### config.mk
export PLATFORM = sky130hd
export DESIGN_NAME = fcpi_top
export DESIGN_NICKNAME = d
export VERILOG_FILES = /design/src/common/fcpi_pkg.sv /design/src/verilog/fcpi_top.sv
export VERILOG_INCLUDE_DIRS = /design/src /design/src/common
export SDC_FILE = /design/constraint.sdc
export NUM_CORES = 1
export LEC_CHECK = 0
export BUFFER_PORTS_ARGS = -buffer_cell sky130_fd_sc_hd__buf_2
export CAP_MARGIN = 0
export CORE_MARGIN = 2
export CORE_UTILIZATION = 36
export CTS_BUF_LIST = sky130_fd_sc_hd__clkbuf_16
export CTS_CLUSTER_SIZE = 20
export DETAILED_ROUTE_END_ITERATION = 10
export GPL_ROUTABILITY_DRIVEN = 0
export SYNTH_ARGS = -nofsm -noshare
export SYNTH_HDL_FRONTEND = slang
export SYNTH_SLANG_ARGS = --single-unit
### constraint.sdc
create_clock -name aclk -period 1.9 [get_ports aclk]
set_input_delay 0 -clock aclk [delete_from_list [all_inputs] [get_ports aclk]]
set_output_delay 0 -clock aclk [all_outputs]
set_load 0.03 [all_outputs]
### src/common/fcpi_consts.svh
`ifndef FCPI_CONSTS_SVH
`define FCPI_CONSTS_SVH
// ----------------------------------------
// register byte addresses
// ----------------------------------------
`define FCPI_A_CTRL 8'h00
`define FCPI_A_STAT 8'h04
`define FCPI_A_ISTAT 8'h08
`define FCPI_A_IMASK 8'h0C
`define FCPI_A_SHIFT 8'h10
`define FCPI_A_GDIR 8'h14
`define FCPI_A_GOUT 8'h18
`define FCPI_A_GIN 8'h1C
`define FCPI_A_SDIO 8'h20
`define FCPI_A_SDIN 8'h24
`define FCPI_A_CDIV 8'h28
`define FCPI_RESP_OK 2'h0
`define FCPI_RESP_ERR 2'h2
// ----------------------------------------
// timing
// ----------------------------------------
`define FCPI_CLK_MHZ 100
`define FCPI_DEB_US 1000
`define FCPI_DEB_W 17
`define FCPI_CDIV_RST 8'h7C
`define FCPI_BIT_LAST 3'h7
// ----------------------------------------
// pin indices, pull patterns and interrupt bit indices
// ----------------------------------------
`define FCPI_GP_DET 0
`define FCPI_GP_WP 1
`define FCPI_GP_INS 2
`define FCPI_GP_DET2 3
`define FCPI_GP_WP2 4
`define FCPI_PIN_CMD 8
`define FCPI_PU_SD 9'h1FF
`define FCPI_PD_SER 9'h118
`define FCPI_PD_PAR 9'h1FB
`define FCPI_PU_GP 5'h1D
`define FCPI_PU_S2 10'h2FF
`define FCPI_INT_DET 0
`define FCPI_INT_SH 3
`endif

### src/common/fcpi_pkg.sv
package fcpi_pkg;
	typedef struct packed {
		logic shift_rx;
		logic sd_slot2;
		logic gpio_en;
		logic [1:0] bus_state;
		logic par_mode;
		logic stick_sel;
	} fcpi_ctrl_t;
	typedef enum logic [1:0] {SH_IDLE, SH_LOW, SH_HIGH} fcpi_sh_t;
endpackage : fcpi_pkg

### src/verilog/fcpi_top.sv
// The register addresses and register access over AXI4-Lite were left to the implementer.
`timescale 1ns/100ps
`include "fcpi_consts.svh"

module fcpi_top #(
	parameter int DEB_CYC = `FCPI_DEB_US * `FCPI_CLK_MHZ
) (
	input wire logic aclk,
	input wire logic aresetn,
	input wire logic [7:0] s_axi_awaddr,
	input wire logic s_axi_awvalid,
	output logic s_axi_awready,
	input wire logic [31:0] s_axi_wdata,
	input wire logic [3:0] s_axi_wstrb,
	input wire logic s_axi_wvalid,
	output logic s_axi_wready,
	output logic [1:0] s_axi_bresp,
	output logic s_axi_bvalid,
	input wire logic s_axi_bready,
	input wire logic [7:0] s_axi_araddr,
	input wire logic s_axi_arvalid,
	output logic s_axi_arready,
	output logic [31:0] s_axi_rdata,
	output logic [1:0] s_axi_rresp,
	output logic s_axi_rvalid,
	input wire logic s_axi_rready,
	output logic card_clock_out,
	input wire logic card_command_line_i,
	output logic card_command_line_o,
	output logic card_command_line_oe,
	input wire logic [7:0] card_data_lines_i,
	output logic [7:0] card_data_lines_o,
	output logic [7:0] card_data_lines_oe,
	output logic [8:0] card_pull_up_en,
	output logic [8:0] card_pull_dn_en,
	input wire logic [4:0] gp_pin_i,
	output logic [4:0] gp_pin_o,
	output logic [4:0] gp_pin_oe,
	output logic [4:0] gp_pull_up_en,
	input wire logic [9:0] slot2_lines_i,
	output logic [9:0] slot2_lines_o,
	output logic [9:0] slot2_lines_oe,
	output logic [9:0] slot2_pull_up_en,
	output logic irq
);
	fcpi_pkg::fcpi_ctrl_t ctrl_ff;
	fcpi_pkg::fcpi_sh_t st_ff;
	logic [4:0] imask_ff, istat_ff, deb, chg, ev;
	logic [14:0] gdir_ff, gout_ff, gin_q_ff, gin_s;
	logic [17:0] sdio_ff;
	logic [7:0] cdiv_ff, cnt_ff, sh_ff, waddr_ff;
	logic [31:0] wdata_ff, wm;
	logic [3:0] wstrb_ff;
	logic [23:0] sy1_ff, sy2_ff;
	logic [2:0] bit_ff;
	logic [5:0] stat;
	logic aw_got_ff, w_got_ff, nxt_aw_got, nxt_w_got, nxt_rvalid;
	logic wr_do, tick, card_clock_out_ff, sclk_ff, busy, done, start, gedge;

	// ----------------------------------------
	// decode helpers
	// ----------------------------------------
	function automatic logic fcpi_map(input logic [7:0] a);
		return (a[1:0] == 2'h0) && (a <= `FCPI_A_CDIV);
	endfunction : fcpi_map

	function automatic logic [31:0] fcpi_rd(input logic [7:0] a);
		logic [31:0] r;
		r = 32'h0;
		case (a)
			`FCPI_A_CTRL: r[6:0] = ctrl_ff;
			`FCPI_A_STAT: r[5:0] = stat;
			`FCPI_A_ISTAT: r[4:0] = istat_ff;
			`FCPI_A_IMASK: r[4:0] = imask_ff;
			`FCPI_A_SHIFT: r[7:0] = sh_ff;
			`FCPI_A_GDIR: r[14:0] = gdir_ff;
			`FCPI_A_GOUT: r[14:0] = gout_ff;
			`FCPI_A_GIN: r[14:0] = gin_s;
			`FCPI_A_SDIO: r[17:0] = sdio_ff;
			`FCPI_A_SDIN: r[8:0] = sy2_ff[8:0];
			`FCPI_A_CDIV: r[7:0] = cdiv_ff;
			default: r = 32'h0;
		endcase
		return r;
	endfunction : fcpi_rd

	function automatic logic [31:0] fcpi_wmerge(
		input logic [31:0] o,
		input logic [31:0] d,
		input logic [3:0] s
	);
		logic [31:0] r;
		r = o;
		for (int i = 0; i < 4; i++)
		begin
			if (s[i])
				r[i*8 +: 8] = d[i*8 +: 8];
		end
		return r;
	endfunction : fcpi_wmerge

	// ----------------------------------------
	// axi4-lite slave
	// ----------------------------------------
	assign wr_do = aw_got_ff && w_got_ff && !s_axi_bvalid;
	assign nxt_aw_got = (aw_got_ff && !wr_do) || (s_axi_awvalid && s_axi_awready);
	assign nxt_w_got = (w_got_ff && !wr_do) || (s_axi_wvalid && s_axi_wready);
	assign nxt_rvalid = (s_axi_rvalid && !s_axi_rready) || (s_axi_arvalid && s_axi_arready);
	// merge in a process so reads of the registers inside the function refresh it
	always_comb
	begin
		wm = fcpi_wmerge(fcpi_rd(waddr_ff), wdata_ff, wstrb_ff);
	end

	always_ff @(posedge aclk)
	begin
		if (!aresetn)
		begin
			aw_got_ff <= 1'b0;
			w_got_ff <= 1'b0;
			s_axi_awready <= 1'b0;
			s_axi_wready <= 1'b0;
			s_axi_bvalid <= 1'b0;
			s_axi_bresp <= `FCPI_RESP_OK;
			waddr_ff <= 8'h0;
			wdata_ff <= 32'h0;
			wstrb_ff <= 4'h0;
		end
		else
		begin
			aw_got_ff <= nxt_aw_got;
			w_got_ff <= nxt_w_got;
			s_axi_awready <= !nxt_aw_got;
			s_axi_wready <= !nxt_w_got;
			if (s_axi_awvalid && s_axi_awready)
				waddr_ff <= s_axi_awaddr;
			if (s_axi_wvalid && s_axi_wready)
			begin
				wdata_ff <= s_axi_wdata;
				wstrb_ff <= s_axi_wstrb;
			end
			if (wr_do)
			begin
				s_axi_bvalid <= 1'b1;
				s_axi_bresp <= fcpi_map(waddr_ff) ? `FCPI_RESP_OK : `FCPI_RESP_ERR;
			end
			else if (s_axi_bready)
				s_axi_bvalid <= 1'b0;
		end
	end

	always_ff @(posedge aclk)
	begin
		if (!aresetn)
		begin
			s_axi_arready <= 1'b0;
			s_axi_rvalid <= 1'b0;
			s_axi_rdata <= 32'h0;
			s_axi_rresp <= `FCPI_RESP_OK;
		end
		else
		begin
			s_axi_rvalid <= nxt_rvalid;
			s_axi_arready <= !nxt_rvalid;
			if (s_axi_arvalid && s_axi_arready)
			begin
				s_axi_rdata <= fcpi_rd(s_axi_araddr);
				s_axi_rresp <= fcpi_map(s_axi_araddr) ? `FCPI_RESP_OK : `FCPI_RESP_ERR;
			end
		end
	end

	// ----------------------------------------
	// control registers
	// ----------------------------------------
	always_ff @(posedge aclk)
	begin
		if (!aresetn)
		begin
			ctrl_ff <= '0;
			imask_ff <= 5'h0;
			gdir_ff <= 15'h0;
			gout_ff <= 15'h0;
			sdio_ff <= 18'h0;
			cdiv_ff <= `FCPI_CDIV_RST;
		end
		else if (wr_do)
		begin
			case (waddr_ff)
				`FCPI_A_CTRL: ctrl_ff <= fcpi_pkg::fcpi_ctrl_t'(wm[6:0]);
				`FCPI_A_IMASK: imask_ff <= wm[4:0];
				`FCPI_A_GDIR: gdir_ff <= wm[14:0];
				`FCPI_A_GOUT: gout_ff <= wm[14:0];
				`FCPI_A_SDIO: sdio_ff <= wm[17:0];
				`FCPI_A_CDIV: cdiv_ff <= wm[7:0];
				default: ;
			endcase
		end
	end

	// ----------------------------------------
	// input sync and debounce
	// ----------------------------------------
	// two-stage sync
	always_ff @(posedge aclk)
	begin
		if (!aresetn)
		begin
			sy1_ff <= 24'h0;
			sy2_ff <= 24'h0;
			gin_q_ff <= 15'h0;
		end
		else
		begin
			sy1_ff <= {slot2_lines_i, gp_pin_i, card_command_line_i, card_data_lines_i};
			sy2_ff <= sy1_ff;
			gin_q_ff <= gin_s;
		end
	end
	assign gin_s = {sy2_ff[13:9], sy2_ff[23:14]};

	for (genvar g = 0; g < 5; g++)
	begin : g_deb
		logic [`FCPI_DEB_W-1:0] dcnt_ff;
		logic deb_ff;
		assign chg[g] = (dcnt_ff == `FCPI_DEB_W'(DEB_CYC - 1)) && (sy2_ff[9+g] != deb_ff);
		always_ff @(posedge aclk)
		begin
			if (!aresetn)
			begin
				dcnt_ff <= '0;
				deb_ff <= 1'b1;
			end
			else if (sy2_ff[9+g] == deb_ff || chg[g])
			begin
				dcnt_ff <= '0;
				deb_ff <= sy2_ff[9+g];
			end
			else
				dcnt_ff <= dcnt_ff + `FCPI_DEB_W'(1);
		end
		assign deb[g] = deb_ff;
	end

	assign stat = {busy, deb[`FCPI_GP_WP2], !deb[`FCPI_GP_DET2], deb[`FCPI_GP_INS],
		deb[`FCPI_GP_WP], !deb[`FCPI_GP_DET]};

	// ----------------------------------------
	// interrupts
	// ----------------------------------------
	// edge interrupt inputs
	assign gedge = ctrl_ff.gpio_en && |(gin_s & ~gin_q_ff & ~gdir_ff);
	assign ev = {gedge, done, chg[`FCPI_GP_DET2] && !ctrl_ff.gpio_en,
		chg[`FCPI_GP_INS] && !ctrl_ff.gpio_en, chg[`FCPI_GP_DET] && !ctrl_ff.gpio_en};

	always_ff @(posedge aclk)
	begin
		if (!aresetn)
		begin
			istat_ff <= 5'h0;
			irq <= 1'b0;
		end
		else
		begin
			if (wr_do && waddr_ff == `FCPI_A_ISTAT && wstrb_ff[0])
				istat_ff <= (istat_ff & ~wdata_ff[4:0]) | ev;
			else
				istat_ff <= istat_ff | ev;
			irq <= |(istat_ff & imask_ff);
		end
	end

	// ----------------------------------------
	// clock divider and stick shifter
	// ----------------------------------------
	assign tick = (cnt_ff == cdiv_ff);
	assign busy = (st_ff != fcpi_pkg::SH_IDLE);
	assign done = (st_ff == fcpi_pkg::SH_HIGH) && tick && (bit_ff == 3'h0);
	assign start = wr_do && waddr_ff == `FCPI_A_SHIFT && !busy && ctrl_ff.stick_sel;

	always_ff @(posedge aclk)
	begin
		if (!aresetn)
		begin
			cnt_ff <= 8'h0;
			card_clock_out_ff <= 1'b0;
		end
		else
		begin
			cnt_ff <= tick ? 8'h0 : cnt_ff + 8'h1;
			if (tick)
				card_clock_out_ff <= !card_clock_out_ff;
		end
	end

	always_ff @(posedge aclk)
	begin
		if (!aresetn)
		begin
			st_ff <= fcpi_pkg::SH_IDLE;
			sh_ff <= 8'h0;
			bit_ff <= 3'h0;
			sclk_ff <= 1'b0;
		end
		else
		begin
			unique case (st_ff)
				fcpi_pkg::SH_IDLE:
				begin
					sclk_ff <= 1'b0;
					if (start)
					begin
						sh_ff <= wm[7:0];
						bit_ff <= `FCPI_BIT_LAST;
						st_ff <= fcpi_pkg::SH_LOW;
					end
				end
				fcpi_pkg::SH_LOW:
				begin
					if (tick)
					begin
						sclk_ff <= 1'b1;
						st_ff <= fcpi_pkg::SH_HIGH;
						if (ctrl_ff.shift_rx)
							sh_ff <= {sh_ff[6:0], sy2_ff[`FCPI_PIN_CMD]};
					end
				end
				fcpi_pkg::SH_HIGH:
				begin
					if (tick)
					begin
						sclk_ff <= 1'b0;
						if (!ctrl_ff.shift_rx)
							sh_ff <= {sh_ff[6:0], 1'b0};
						bit_ff <= bit_ff - 3'h1;
						st_ff <= (bit_ff == 3'h0) ? fcpi_pkg::SH_IDLE : fcpi_pkg::SH_LOW;
					end
				end
				default: st_ff <= fcpi_pkg::SH_IDLE;
			endcase
		end
	end

	// ----------------------------------------
	// slot 1 pin mux
	// ----------------------------------------
	always_ff @(posedge aclk)
	begin
		if (!aresetn)
		begin
			card_clock_out <= 1'b0;
			card_command_line_o <= 1'b0;
			card_command_line_oe <= 1'b0;
			card_data_lines_o <= 8'h0;
			card_data_lines_oe <= 8'h0;
			card_pull_up_en <= `FCPI_PU_SD;
			card_pull_dn_en <= 9'h0;
		end
		else if (ctrl_ff.stick_sel)
		begin
			card_clock_out <= ctrl_ff.bus_state[0];
			card_command_line_o <= sh_ff[7];
			card_command_line_oe <= busy && !ctrl_ff.shift_rx;
			card_data_lines_o <= 8'h0;
			card_data_lines_oe <= 8'h0;
			card_pull_up_en <= 9'h0;
			card_pull_dn_en <= ctrl_ff.par_mode ? `FCPI_PD_PAR : `FCPI_PD_SER;
		end
		else
		begin
			card_clock_out <= card_clock_out_ff && !ctrl_ff.sd_slot2;
			card_command_line_o <= sdio_ff[16];
			card_command_line_oe <= sdio_ff[17] && !ctrl_ff.sd_slot2;
			card_data_lines_o <= sdio_ff[7:0];
			card_data_lines_oe <= ctrl_ff.sd_slot2 ? 8'h0 : sdio_ff[15:8];
			card_pull_up_en <= `FCPI_PU_SD;
			card_pull_dn_en <= 9'h0;
		end
	end

	// ----------------------------------------
	// general pins and slot 2
	// ----------------------------------------
	always_ff @(posedge aclk)
	begin
		if (!aresetn)
		begin
			gp_pin_o <= 5'h0;
			gp_pin_oe <= 5'h0;
			gp_pull_up_en <= `FCPI_PU_GP;
			slot2_lines_o <= 10'h0;
			slot2_lines_oe <= 10'h0;
			slot2_pull_up_en <= `FCPI_PU_S2;
		end
		else if (ctrl_ff.gpio_en)
		begin
			gp_pin_o <= gout_ff[14:10];
			gp_pin_oe <= gdir_ff[14:10];
			gp_pull_up_en <= 5'h0;
			slot2_lines_o <= gout_ff[9:0];
			slot2_lines_oe <= gdir_ff[9:0];
			slot2_pull_up_en <= 10'h0;
		end
		else
		begin
			gp_pin_o <= {3'h0, sclk_ff, 1'b0};
			gp_pin_oe <= {3'h0, ctrl_ff.stick_sel, 1'b0};
			gp_pull_up_en <= `FCPI_PU_GP;
			slot2_lines_o <= {sdio_ff[16], card_clock_out_ff && ctrl_ff.sd_slot2, sdio_ff[7:0]};
			slot2_lines_oe <= {sdio_ff[17] && ctrl_ff.sd_slot2, 1'b1,
				ctrl_ff.sd_slot2 ? sdio_ff[15:8] : 8'h0};
			slot2_pull_up_en <= `FCPI_PU_S2;
		end
	end

	// ----------------------------------------
	// assertions
	// ----------------------------------------
	property p_pd_ser;
		@(posedge aclk) disable iff (!aresetn)
		ctrl_ff.stick_sel && !ctrl_ff.par_mode |=> card_pull_dn_en == `FCPI_PD_SER;
	endproperty
	a_pd_ser: assert property (p_pd_ser) else $error("serial pull-downs wrong");
	property p_pd_par;
		@(posedge aclk) disable iff (!aresetn)
		ctrl_ff.stick_sel && ctrl_ff.par_mode |=> card_pull_dn_en == `FCPI_PD_PAR;
	endproperty
	a_pd_par: assert property (p_pd_par) else $error("parallel pull-downs wrong");
	property p_pu_sd;
		@(posedge aclk) disable iff (!aresetn)
		!ctrl_ff.stick_sel |=> card_pull_up_en == `FCPI_PU_SD && card_pull_dn_en == 9'h0;
	endproperty
	a_pu_sd: assert property (p_pu_sd) else $error("sd pull-ups wrong");
	property p_msb;
		@(posedge aclk) disable iff (!aresetn)
		start && !ctrl_ff.shift_rx |=> ##1 card_command_line_o == $past(wm[7], 2);
	endproperty
	a_msb: assert property (p_msb) else $error("first bit not msb");
	property p_sclk;
		@(posedge aclk) disable iff (!aresetn)
		ctrl_ff.stick_sel && !ctrl_ff.gpio_en |=> gp_pin_oe[`FCPI_GP_WP];
	endproperty
	a_sclk: assert property (p_sclk) else $error("stick clock not driven");
	property p_sdclk;
		@(posedge aclk) disable iff (!aresetn)
		(!ctrl_ff.stick_sel && !ctrl_ff.sd_slot2 && tick) ##1 (!ctrl_ff.stick_sel && !ctrl_ff.sd_slot2)
		|=> card_clock_out != $past(card_clock_out);
	endproperty
	a_sdclk: assert property (p_sdclk) else $error("sd clock stuck");
	property p_bs;
		@(posedge aclk) disable iff (!aresetn)
		ctrl_ff.stick_sel |=> card_clock_out == $past(ctrl_ff.bus_state[0]);
	endproperty
	a_bs: assert property (p_bs) else $error("bus state pin wrong");
	property p_det_irq;
		@(posedge aclk) disable iff (!aresetn)
		chg[`FCPI_GP_DET] && !ctrl_ff.gpio_en && imask_ff[`FCPI_INT_DET]
		|=> istat_ff[`FCPI_INT_DET] ##1 irq;
	endproperty
	a_det_irq: assert property (p_det_irq) else $error("detect event lost");
	property p_gpio;
		@(posedge aclk) disable iff (!aresetn)
		ctrl_ff.gpio_en |=> slot2_lines_oe == $past(gdir_ff[9:0]);
	endproperty
	a_gpio: assert property (p_gpio) else $error("gpio direction wrong");
	property p_det_in;
		@(posedge aclk) disable iff (!aresetn)
		!ctrl_ff.gpio_en |=> !gp_pin_oe[`FCPI_GP_DET] && !gp_pin_oe[`FCPI_GP_INS];
	endproperty
	a_det_in: assert property (p_det_in) else $error("detect pin driven");
	c_tx: cover property (@(posedge aclk) disable iff (!aresetn) done && !ctrl_ff.shift_rx);
	c_rx: cover property (@(posedge aclk) disable iff (!aresetn) done && ctrl_ff.shift_rx);
	c_irq: cover property (@(posedge aclk) disable iff (!aresetn) $rose(irq));
	c_gp: cover property (@(posedge aclk) disable iff (!aresetn) gedge);
endmodule : fcpi_top
# After elaboration in Yosys (flattened, before gate mapping)
# Index checks and enable logic that the tools add are counted.
# word_totals
reg_bits	390
out_inout_bits	124
# classes
n_bitwise	10
magnitude_cmp	2
mux	51
n_eq_ne	45
n_addsub	7
n_reduce_logical	86
# ops
operator	n
case mux 5 bit (11 select lines)	2
adder 17 x 1 -> 17 bit, second input constant	5
equality test 17 bit, second input constant	5
2-to-1 mux 8 bit	9
equality test 8 x 5 -> 1 bit, second input constant	8
equality test 8 x 6 -> 1 bit, second input constant	6
equality test 8 x 4 -> 1 bit, second input constant	4
logical AND 1 bit	31
bitwise AND 15 bit	2
2-to-1 mux 10 bit	3
inverter 15 bit	2
case mux 6 bit (4 select lines)	1
case mux 8 bit (3 select lines)	1
case mux 1 bit (9 select lines)	2
equality test 8 x 3 -> 1 bit, second input constant	2
<= comparator 8 x 6 -> 1 bit, second input constant	2
logical NOT 8 bit	2
2-to-1 mux 2 bit	8
case mux 1 bit (8 select lines)	2
AND reduction 2 bit	8
AND reduction 3 bit	5
OR reduction 15 bit	1
!= test 2 bit, second input constant	7
case mux 1 bit (7 select lines)	2
other kinds (31)	81

# Longest topological paths before layout
# Gate-level depths: netlist of run 1.
# depth
depth_word	7
depth_mapped	9
mapped_depth_nobuf	8

# Worst setup path before layout of run 1
# No wires, ideal clock.
# synth_path
path_kind	flip-flop to flip-flop
from	register waddr_ff[7]
to	register sh_ff[3]
required_ps	1827
path_slack_ps	-120
setup_time_ps	73
path_stages_with_launch	10
arrival_ps	1947
synth_period_minus_slack_ps	2020
path_cell_list	dfxtp_1 > buf_6 > or4b_1 > buf_4 > nor2_8 > a31oi_4 > a211oi_4 > buf_6 > nand3_2 > o22ai_2
# synth_via
elab_chain_len	6
elab_cells_between_ends	20
classes_between	11 x eq/ne; 4 x mux; 5 x reduce/logical
# synth_lines
element	line	source
start, declared	fcpi_top.sv:51	logic [7:0] cdiv_ff, cnt_ff, sh_ff, waddr_ff;
start signal, assigned	fcpi_top.sv:136	waddr_ff <= s_axi_awaddr;
branches (longest 6 deep; another with case mux 5 bit (11 select lines))	n/a	
end signal, assigned	fcpi_top.sv:313	sh_ff <= wm[7:0];
end signal, assigned	fcpi_top.sv:325	sh_ff <= {sh_ff[6:0], sy2_ff[`FCPI_PIN_CMD]};
end signal, assigned	fcpi_top.sv:334	sh_ff <= {sh_ff[6:0], 1'b0};
end, declared	fcpi_top.sv:51	
# Several ways; the timed one is not identified. The select of a mux whose other input is x is not followed.
# A chain may end at the register's enable or synchronous reset.

# Worst setup path in the final report of run 1
# layout_path
from	register waddr_ff[3]
to	register sdio_ff[17]
# layout_via
elab_chain_len	3
# layout_lines
element	line	source
equality test 8 x 6 -> 1 bit (*)	fcpi_top.sv:70, fcpi_top.sv:189	
!= test 2 bit (no line)	n/a	
AND reduction 3 bit (no line) (*)	n/a	
end signal, assigned	fcpi_top.sv:194	`FCPI_A_SDIO: sdio_ff <= wm[17:0];
end, declared	fcpi_top.sv:50	logic [17:0] sdio_ff;
# Every way passes the cells marked *; elsewhere a longest branch is shown, timed or not.

==> results of run 1 <==
per-layer routing:
| layer | part of all wire | wire [µm] | GRT usage |
|---|---|---|---|
| met5 | 0.00024 | 13 | 0 |
| met4 | 0.055 | 3004 | 0.1226 |
| met3 | 0.099 | 5453 | 0.06053 |
| met2 | 0.43 | 23470 | 0.3603 |
| met1 | 0.42 | 23130 | 0.3181 |
worst paths after layout:
path / end / slack [ns] / cells after the start
worst max register to register: sdio_ff[17] / -0.08 / 9
worst min register to register: sy2_ff[11] / 0.43 / 1
worst max-delay path: sdio_ff[17] / -0.08 / 9
worst min-delay path: wdata_ff[7] / 0.02 / 5
registers in the layout, indices dropped and copies added (netlist names), 5 cells and up:
name / cells
slot2_lines_oe: 10
card_data_lines_o: 8
sh_ff: 8
cnt_ff: 8
sdio_ff: 18
waddr_ff: 8
cdiv_ff: 8
gdir_ff: 15
g_deb.dcnt_ff: 85
gin_q_ff: 15
g_deb.deb_ff: 5
s_axi_rdata: 18
slot2_lines_o: 10
sy1_ff: 24
card_data_lines_oe: 8
gp_pin_o: 5
gout_ff: 15
imask_ff: 5
wdata_ff: 18
sy2_ff: 24
istat_ff: 5
gp_pin_oe: 5
ctrl_ff: 7
area by class of cell:
| cell class | count | area, µm² |
|---|---|---|
| multi-input combinational | 1282 | 8367 |
| inverter | 32 | 122.6 |
| timing repair buffer | 482 | 3807 |
| fill | 3912 | 21390 |
| clock buffer | 40 | 1001 |
| antenna | 1 | 2.502 |
| clock inverter | 32 | 210.2 |
| tap | 546 | 683.2 |
| sequential | 359 | 7204 |
worst min-delay path: stages:
cell and delay, ns:
sky130_fd_sc_hd__buf_2 0.09, sky130_fd_sc_hd__nand2_1 0.05, sky130_fd_sc_hd__buf_4 0.21, sky130_fd_sc_hd__nand2_1 0.10, sky130_fd_sc_hd__a21oi_1 0.06
metrics by stage:
stage          setup TNS (ns)  instances  total power, µW  utilization  worst slack (ns)
4_1_cts                -1.490       2758            16890       0.4838          -0.06784
2_1_floorplan         -0.8772       1812             8789            -           -0.1136
3_3_place_gp           -8.811       2577             9377       0.4195           -0.1810
3_5_place_dp           -13.52       2577             9398       0.4195           -0.2359
6_report               -2.126       2774            16890       0.5001          -0.08295
5_1_grt                -7.454       2773            17440       0.5000           -0.1606
power groups by stage:
stage                     registers, µW  clock network, µW  logic, µW
after detailed placement           8030                  0       1370
after global routing               7890               7700       1850
after CTS                          7870               7410       1610
final                              7890               7270       1730
after floorplan                    7990                  0        794
after global placement             8020                  0       1350
what timing repair did:
item | 4_1_cts | 5_1_grt
endpoints found under the setup margin | 86 | 107
hold buffers | 97 | 0
gates cloned | 2 | 3
pin swaps | 75 | 37
resized for setup | 113 | 137
hold endpoints to repair | 82 | 0
setup buffers | 12 | 15
logic make-up after synthesis:
group           count (synthesis)  share of synthesized area
simple gates                  783                     0.2481
flops                         359                     0.4634
compound gates                326                     0.1320
buf+inv                       171                    0.05550
xor+xnor                       92                    0.05195
mux                            50                    0.03921
fa+ha+maj                      12                   0.009680
other cells                     1                  0.0002418
cell usage after synthesis (9+ instances only):
cell                       number  share of area
sky130_fd_sc_hd__clkbuf_1      63          0.015
sky130_fd_sc_hd__a31oi_1       30          0.012
sky130_fd_sc_hd__nor3_1        31          0.010
sky130_fd_sc_hd__xor2_1        59          0.033
sky130_fd_sc_hd__mux2i_1       36          0.023
sky130_fd_sc_hd__nand3_1       80          0.026
sky130_fd_sc_hd__or3_1         10         0.0040
sky130_fd_sc_hd__a22o_1        13         0.0073
sky130_fd_sc_hd__nor2_1       185          0.045
sky130_fd_sc_hd__nand4_1       15         0.0061
sky130_fd_sc_hd__o21ai_1        9         0.0029
sky130_fd_sc_hd__nand2_1      247          0.060
sky130_fd_sc_hd__dfxtp_1      359           0.46
sky130_fd_sc_hd__nand2b_1      10         0.0040
sky130_fd_sc_hd__and3_1        35          0.014
sky130_fd_sc_hd__a21oi_1      129          0.042
sky130_fd_sc_hd__buf_4         48          0.023
sky130_fd_sc_hd__ha_1          12         0.0097
sky130_fd_sc_hd__and2_1        91          0.037
sky130_fd_sc_hd__a22oi_1       33          0.016
sky130_fd_sc_hd__buf_2         19         0.0061
sky130_fd_sc_hd__o21ai_0       55          0.018
sky130_fd_sc_hd__inv_1         32         0.0077
sky130_fd_sc_hd__xnor2_1       33          0.019
sky130_fd_sc_hd__nand3b_1      11         0.0053
sky130_fd_sc_hd__nor3b_1       12         0.0058
sky130_fd_sc_hd__nor4_1        12         0.0048
==> impl_table.tex, run 1 <==
\begin{tabular}{lr}
\hline
Metric & Value \\
\hline
\multicolumn{2}{l}{\textbf{Logic synthesis}} \\
Cells after Synth & 1794 \\
EDFF count, synth & 0 \\
Most instantiated flip-flop cell in the synthesis netlist & sky130\_fd\_sc\_hd\_\_dfxtp\_1 \\
Post-synthesis instance area & 15510 µm² \\
Sequential-to-total area share from yosys stat & 0.4634 \\
Average cell area after synthesis & 8.645 µm² \\
Async SR Flop Fraction & 0 \\
Warning count from the yosys run & 0 \\
Synthesis-stage register bit count & 359 \\
Number of distinct library cell variants in the gate-level netlist after synthesis & 74 \\
\multicolumn{2}{l}{\textbf{Critical path}} \\
Critical path capture point type & register \\
Max stage delay on crit path & just under 0.5 ns \\
Worst-path cell with the longest stage delay & sky130\_fd\_sc\_hd\_\_or4\_4 \\
Maximum fanout encountered on the critical timing path & 6 \\
Type of the worst setup path & register to register \\
Launching instance or port of the critical path & waddr\_ff[3] \\
Arrival time at the worst endpoint & between 2 and 2.5 ns \\
Required time reported for the critical path endpoint & between 2 and 2.5 ns \\
Launch instance of the worst register-to-register path & waddr\_ff[3] \\
Category of cells accounting for the largest share of critical-path delay & simple AND/OR/NAND/NOR gates \\
Crit path launch type & register \\
Ordered cell list for the critical path & buf\_6 -> or4\_4 -> buf\_6 -> nor3\_4 -> buf\_6 -> buf\_12 -> nand2\_4 -> nand2\_2 -> a21oi\_2 \\
Worst path bufs/invs & 4 \\
Top cell by count, worst path & sky130\_fd\_sc\_hd\_\_buf\_6 \\
\multicolumn{2}{l}{\textbf{Finish}} \\
Area Growth Syn to Fin & 37.96\% \\
Number of nets in the layout & 2292 \\
Commonest non-fill, non-tap cell in the layout & sky130\_fd\_sc\_hd\_\_dfxtp\_1 \\
Highest-count cells in the layout ignoring fill and taps & sky130\_fd\_sc\_hd\_\_dfxtp\_1 (351), sky130\_fd\_sc\_hd\_\_nand2\_1 (217), sky130\_fd\_sc\_hd\_\_nor2\_1 (175) \\
Fraction of layout instances using a drive strength above 1 & 0.2887 \\
Finished Cell Area & about 21000 µm² \\
\multicolumn{2}{l}{\textbf{Power}} \\
Leak & 0.008454 µW \\
Switching component of the power & 4308 µW \\
Combinational Power Share & 0.102 \\
Total power divided by cell area & 789.1 nW/µm² \\
Portion of total power attributed to sequential cells & 0.467 \\
Peak VDD IR & 514.9 µV \\
Sw frac & 0.2551 \\
Clock network fraction of total power & 0.430 \\
Internal Power & 12580 µW \\
\multicolumn{2}{l}{\textbf{Floorplanning}} \\
Io pins & 207 \\
Total core area & 42790 µm² \\
Initial Util & 0.3625 \\
Die area & 44760 µm² \\
Die width & 211.6 µm \\
Chip Height & about 210 µm \\
Total number of placement rows & 76 \\
\multicolumn{2}{l}{\textbf{Timing}} \\
Minimum setup slack in the final design & -0.08295 ns \\
Max Slew Vio Count & 0 \\
Highest achievable clock rate & 504.3 MHz \\
Part of the cycle the worst path needs & 1.044 \\
Final hold violation count & 0 \\
Tightest Pin Transition & 0.7159 ns \\
Remaining max-slew budget at the tightest pin & 0.5222 \\
RSZ-0062 raised after global routing & yes \\
Post-layout min period & between 1.5 and 2 ns \\
Final setup skew & between 0.03 and 0.04 ns \\
Worst Hold Slack & around 0.019 ns \\
Total of endpoints with negative setup slack in the final report & 59 \\
\multicolumn{2}{l}{\textbf{Clocking}} \\
Number of H-tree levels & 2 \\
Clock tree root buffer cell & sky130\_fd\_sc\_hd\_\_clkbuf\_16 \\
Count of clock tree sinks & $\sim$360 \\
Clock insertion delay at the later pin of the skew report & approximately 0.57 ns \\
Number of CTS-inserted buffers & 40 \\
Clock tree from TritonCTS & built \\
Worst-case clock buffer depth & 3 \\
Clock transition at the register clock pins on the worst setup and hold paths after CTS & 0.06 ns \\
\multicolumn{2}{l}{\textbf{GRT}} \\
Maximum number of pins on one net before global-route repair & 96 \\
GRT Total Usage & 0.2397 \\
First-pass GRT wire length & 82.27 mm \\
Via count of the first global-routing pass & 14160 \\
Sum of overflow across all layers after global routing & 0 \\
Number of antenna violations at the first check in global routing & 1 \\
\multicolumn{2}{l}{\textbf{Detailed routing}} \\
Average via count per standard cell & 5.399 \\
Number of vias in the routed layout & between 10000 and 15000 \\
Post-route DRC & 0 \\
Total wirelength of the detailed-routed design & 55.08 mm \\
Detailed Route Iter0 Violations & 1717 \\
Number of search-and-repair iterations in the first detailed-routing pass & 6 \\
Remaining number of nets flagged by the antenna check after routing & 0 \\
WL/cell & approximately 20 µm \\
\multicolumn{2}{l}{\textbf{Status}} \\
Result of the run & finished, violations left \\
Failing checks & setup timing \\
\multicolumn{2}{l}{\textbf{Placed design}} \\
Detailed Place HPWL & roughly 39 mm \\
Number of buffers inserted by port buffering & 172 \\
Post-DP Area & 17950 µm² \\
\multicolumn{2}{l}{\textbf{Min path}} \\
Kind of path behind the tightest hold check & input port to register \\
Startpoint of the tightest hold check path & s\_axi\_wvalid \\
\multicolumn{2}{l}{\textbf{Flow run}} \\
Number of max-cap violations & 0 \\
\hline
\end{tabular}
Power figures use the tool's default switching activity.
==> run 2: changes to the inputs <==
- CORE_ASPECT_RATIO: default -> 1.2
- CORE_UTILIZATION: 36 -> 35
==> impl_table.tex, run 2 (synthesis gave the netlist of run 1 again) <==
\begin{tabular}{lr}
\hline
Metric & Value \\
\hline
\multicolumn{2}{l}{\textbf{Finish}} \\
Final core utilization & 0.4761 \\
Area Growth Syn to Fin & 34.54\% \\
Commonest non-fill, non-tap cell in the layout & sky130\_fd\_sc\_hd\_\_dfxtp\_1 \\
Register with the most flip-flops & g\_deb.dcnt\_ff \\
Highest-count cells in the layout ignoring fill and taps & sky130\_fd\_sc\_hd\_\_dfxtp\_1 (350), sky130\_fd\_sc\_hd\_\_nand2\_1 (238), sky130\_fd\_sc\_hd\_\_buf\_4 (182) \\
Number of nets in the layout & 2271 \\
Leading registers by flop count & g\_deb.dcnt\_ff: 85 flops, sy1\_ff: 24 flops, sy2\_ff: 24 flops \\
Fraction of layout instances using a drive strength above 1 & 0.2680 \\
Number of inserted diodes & 0 \\
Flip-flop count of the largest register after layout & 85 \\
\multicolumn{2}{l}{\textbf{Power}} \\
Peak VDD IR & approximately 560 µV \\
Leak & 0.008229 µW \\
Total power divided by cell area & 800.2 nW/µm² \\
\multicolumn{2}{l}{\textbf{Status}} \\
Failing checks & setup timing \\
Result of the run & finished, violations left \\
\multicolumn{2}{l}{\textbf{Min path}} \\
Kind of path behind the tightest hold check & input port to register \\
\multicolumn{2}{l}{\textbf{Floorplanning}} \\
Total core area & 43830 µm² \\
Io pins & 207 \\
Die area & 46020 µm² \\
Chip Height & approximately 230 µm \\
Total number of placement rows & 84 \\
Die width & around 200 µm \\
Initial Util & 0.3539 \\
\multicolumn{2}{l}{\textbf{Detailed routing}} \\
Met2 wire length & $\sim$27 mm \\
Detailed-routed wire length on met3 & 3.435 mm \\
Total wirelength of the detailed-routed design & 54.92 mm \\
WL/cell & 19.87 µm \\
Number of search-and-repair iterations in the first detailed-routing pass & 6 \\
Routed length on met1 & 21.07 mm \\
Top routing layer used & met4 \\
Average via count per standard cell & 5.314 \\
Post-route DRC & 0 \\
Number of vias in the routed layout & 14690 \\
Remaining number of nets flagged by the antenna check after routing & 0 \\
Detailed Route Iter0 Violations & 1279 \\
\multicolumn{2}{l}{\textbf{GRT}} \\
Number of antenna violations at the first check in global routing & 0 \\
Via count of the first global-routing pass & $\sim$14000 \\
Sum of overflow across all layers after global routing & 0 \\
Maximum number of pins on one net before global-route repair & approximately 130 \\
First-pass GRT wire length & 82.88 mm \\
GRT Total Usage & 0.2319 \\
\multicolumn{2}{l}{\textbf{Clocking}} \\
Number of CTS-inserted buffers & 38 \\
Count of clock tree sinks & between 300 and 400 \\
Number of H-tree levels & 2 \\
Clock transition at the register clock pins on the worst setup and hold paths after CTS & 0.06 ns \\
Clock tree root buffer cell & sky130\_fd\_sc\_hd\_\_clkbuf\_16 \\
Clock insertion delay at the later pin of the skew report & 0.56 ns \\
Worst-case clock buffer depth & 3 \\
Clock tree from TritonCTS & built \\
\multicolumn{2}{l}{\textbf{Placed design}} \\
Number of buffers inserted by port buffering & 172 \\
Detailed Place HPWL & 39.32 mm \\
Setup WS pre-CTS & -0.3917 ns \\
\multicolumn{2}{l}{\textbf{Timing}} \\
Total of endpoints with negative setup slack in the final report & 77 \\
Final hold violation count & 0 \\
Post-layout min period & slightly above 2 ns \\
Highest achievable clock rate & just under 500 MHz \\
RSZ-0062 raised after global routing & yes \\
Part of the cycle the worst path needs & 1.083 \\
Max Slew Vio Count & 0 \\
Minimum setup slack in the final design & -0.1576 ns \\
Tightest Pin Transition & 0.7824 ns \\
Final setup skew & 0.02326 ns \\
Remaining max-slew budget at the tightest pin & 0.4771 \\
\multicolumn{2}{l}{\textbf{Critical path}} \\
Maximum fanout encountered on the critical timing path & 6 \\
Arrival time at the worst endpoint & 2.54 ns \\
Critical path capture point type & register \\
Crit path launch type & register \\
Required time reported for the critical path endpoint & around 2.4 ns \\
Type of the worst setup path & register to register \\
\multicolumn{2}{l}{\textbf{Flow run}} \\
Number of max-cap violations & 0 \\
\hline
\end{tabular}
-- run 2: changes by cell type in the layout (fill, tap and decap cells not counted), sizes merged --
| cell | previous run | this run |
|---|---|---|
| diode | 1 | 0 |
| clkinvlp | 2 | 4 |
| buf | 382 | 385 |
| inv | 42 | 41 |
| clkinv | 18 | 15 |
| clkbuf | 43 | 40 |
| dlygate4sd3 | 97 | 76 |
| bufbuf | 0 | 1 |
-- run 2: worst max-delay path, stage by stage, from the launching register on --
cell                      delay [ns]
sky130_fd_sc_hd__dfxtp_2        0.35
sky130_fd_sc_hd__or4b_4         0.54
sky130_fd_sc_hd__buf_6          0.17
sky130_fd_sc_hd__buf_4          0.14
sky130_fd_sc_hd__o21ai_0        0.06
sky130_fd_sc_hd__nand2_1        0.14
sky130_fd_sc_hd__o41ai_2        0.28
sky130_fd_sc_hd__buf_4          0.16
sky130_fd_sc_hd__nand3_1        0.06
sky130_fd_sc_hd__o21ai_1        0.09
-- run 2: where the power goes --
group	internal, µW	switching, µW	total [µW]
Combinational	738	938	1680
Sequential	7700	163	7860
Clock	4020	3140	7160
-- run 2: routing by layer --
layer	up-vias	GRT usage
met3	207	0.03674
li1	6889	-
met4	0	0.1400
met2	622	0.4033
met5	-	0
met1	6971	0.2669
-- run 2: path summary, 6_finish.rpt --
check,startpoint,endpoint,slack (ns),depth (start not counted)
hold / removal,s_axi_wvalid,wdata_ff[12],0.07,5
setup reg to reg,waddr_ff[7],sh_ff[7],-0.16,9
hold reg to reg,sy1_ff[7],sy2_ff[7],0.43,1
setup / recovery,waddr_ff[7],sh_ff[7],-0.16,9
-- run 2: through the flow --
step	area, µm²	power, µW	hold slack [ns]	cells	setup TNS [ns]
6_report	20870	16700	0.07043	2764	-6.376
5_1_grt	20870	17270	0.09630	2764	-11.07
4_1_cts	20380	16710	0.05311	2754	-3.603
3_5_place_dp	18030	9376	0.2115	2597	-20.99
3_3_place_gp	18030	9354	0.2079	2597	-16.86
2_1_floorplan	15600	8789	0.1273	1812	-0.8772
-- run 2: what timing repair did --
item / 4_1_cts / 5_1_grt
gates resized for setup: 65 / 88
setup buffers: 10 / 9
endpoints found under the setup margin: 92 / 145
pin swaps: 24 / 52
gates cloned: 2 / 1
hold buffers: 76 / 0
endpoints found under the hold margin: 70 / 0
-- run 2: final cells by class --
cell class | instances | area [µm²]
Multi-Input combinational cell | 1282 | 8090
Fill cell | 4148 | 22960
Sequential cell | 359 | 7208
Timing Repair Buffer | 463 | 3556
Tap cell | 559 | 699.4
Clock inverter | 30 | 214.0
Clock buffer | 39 | 975.9
Inverter | 32 | 122.6
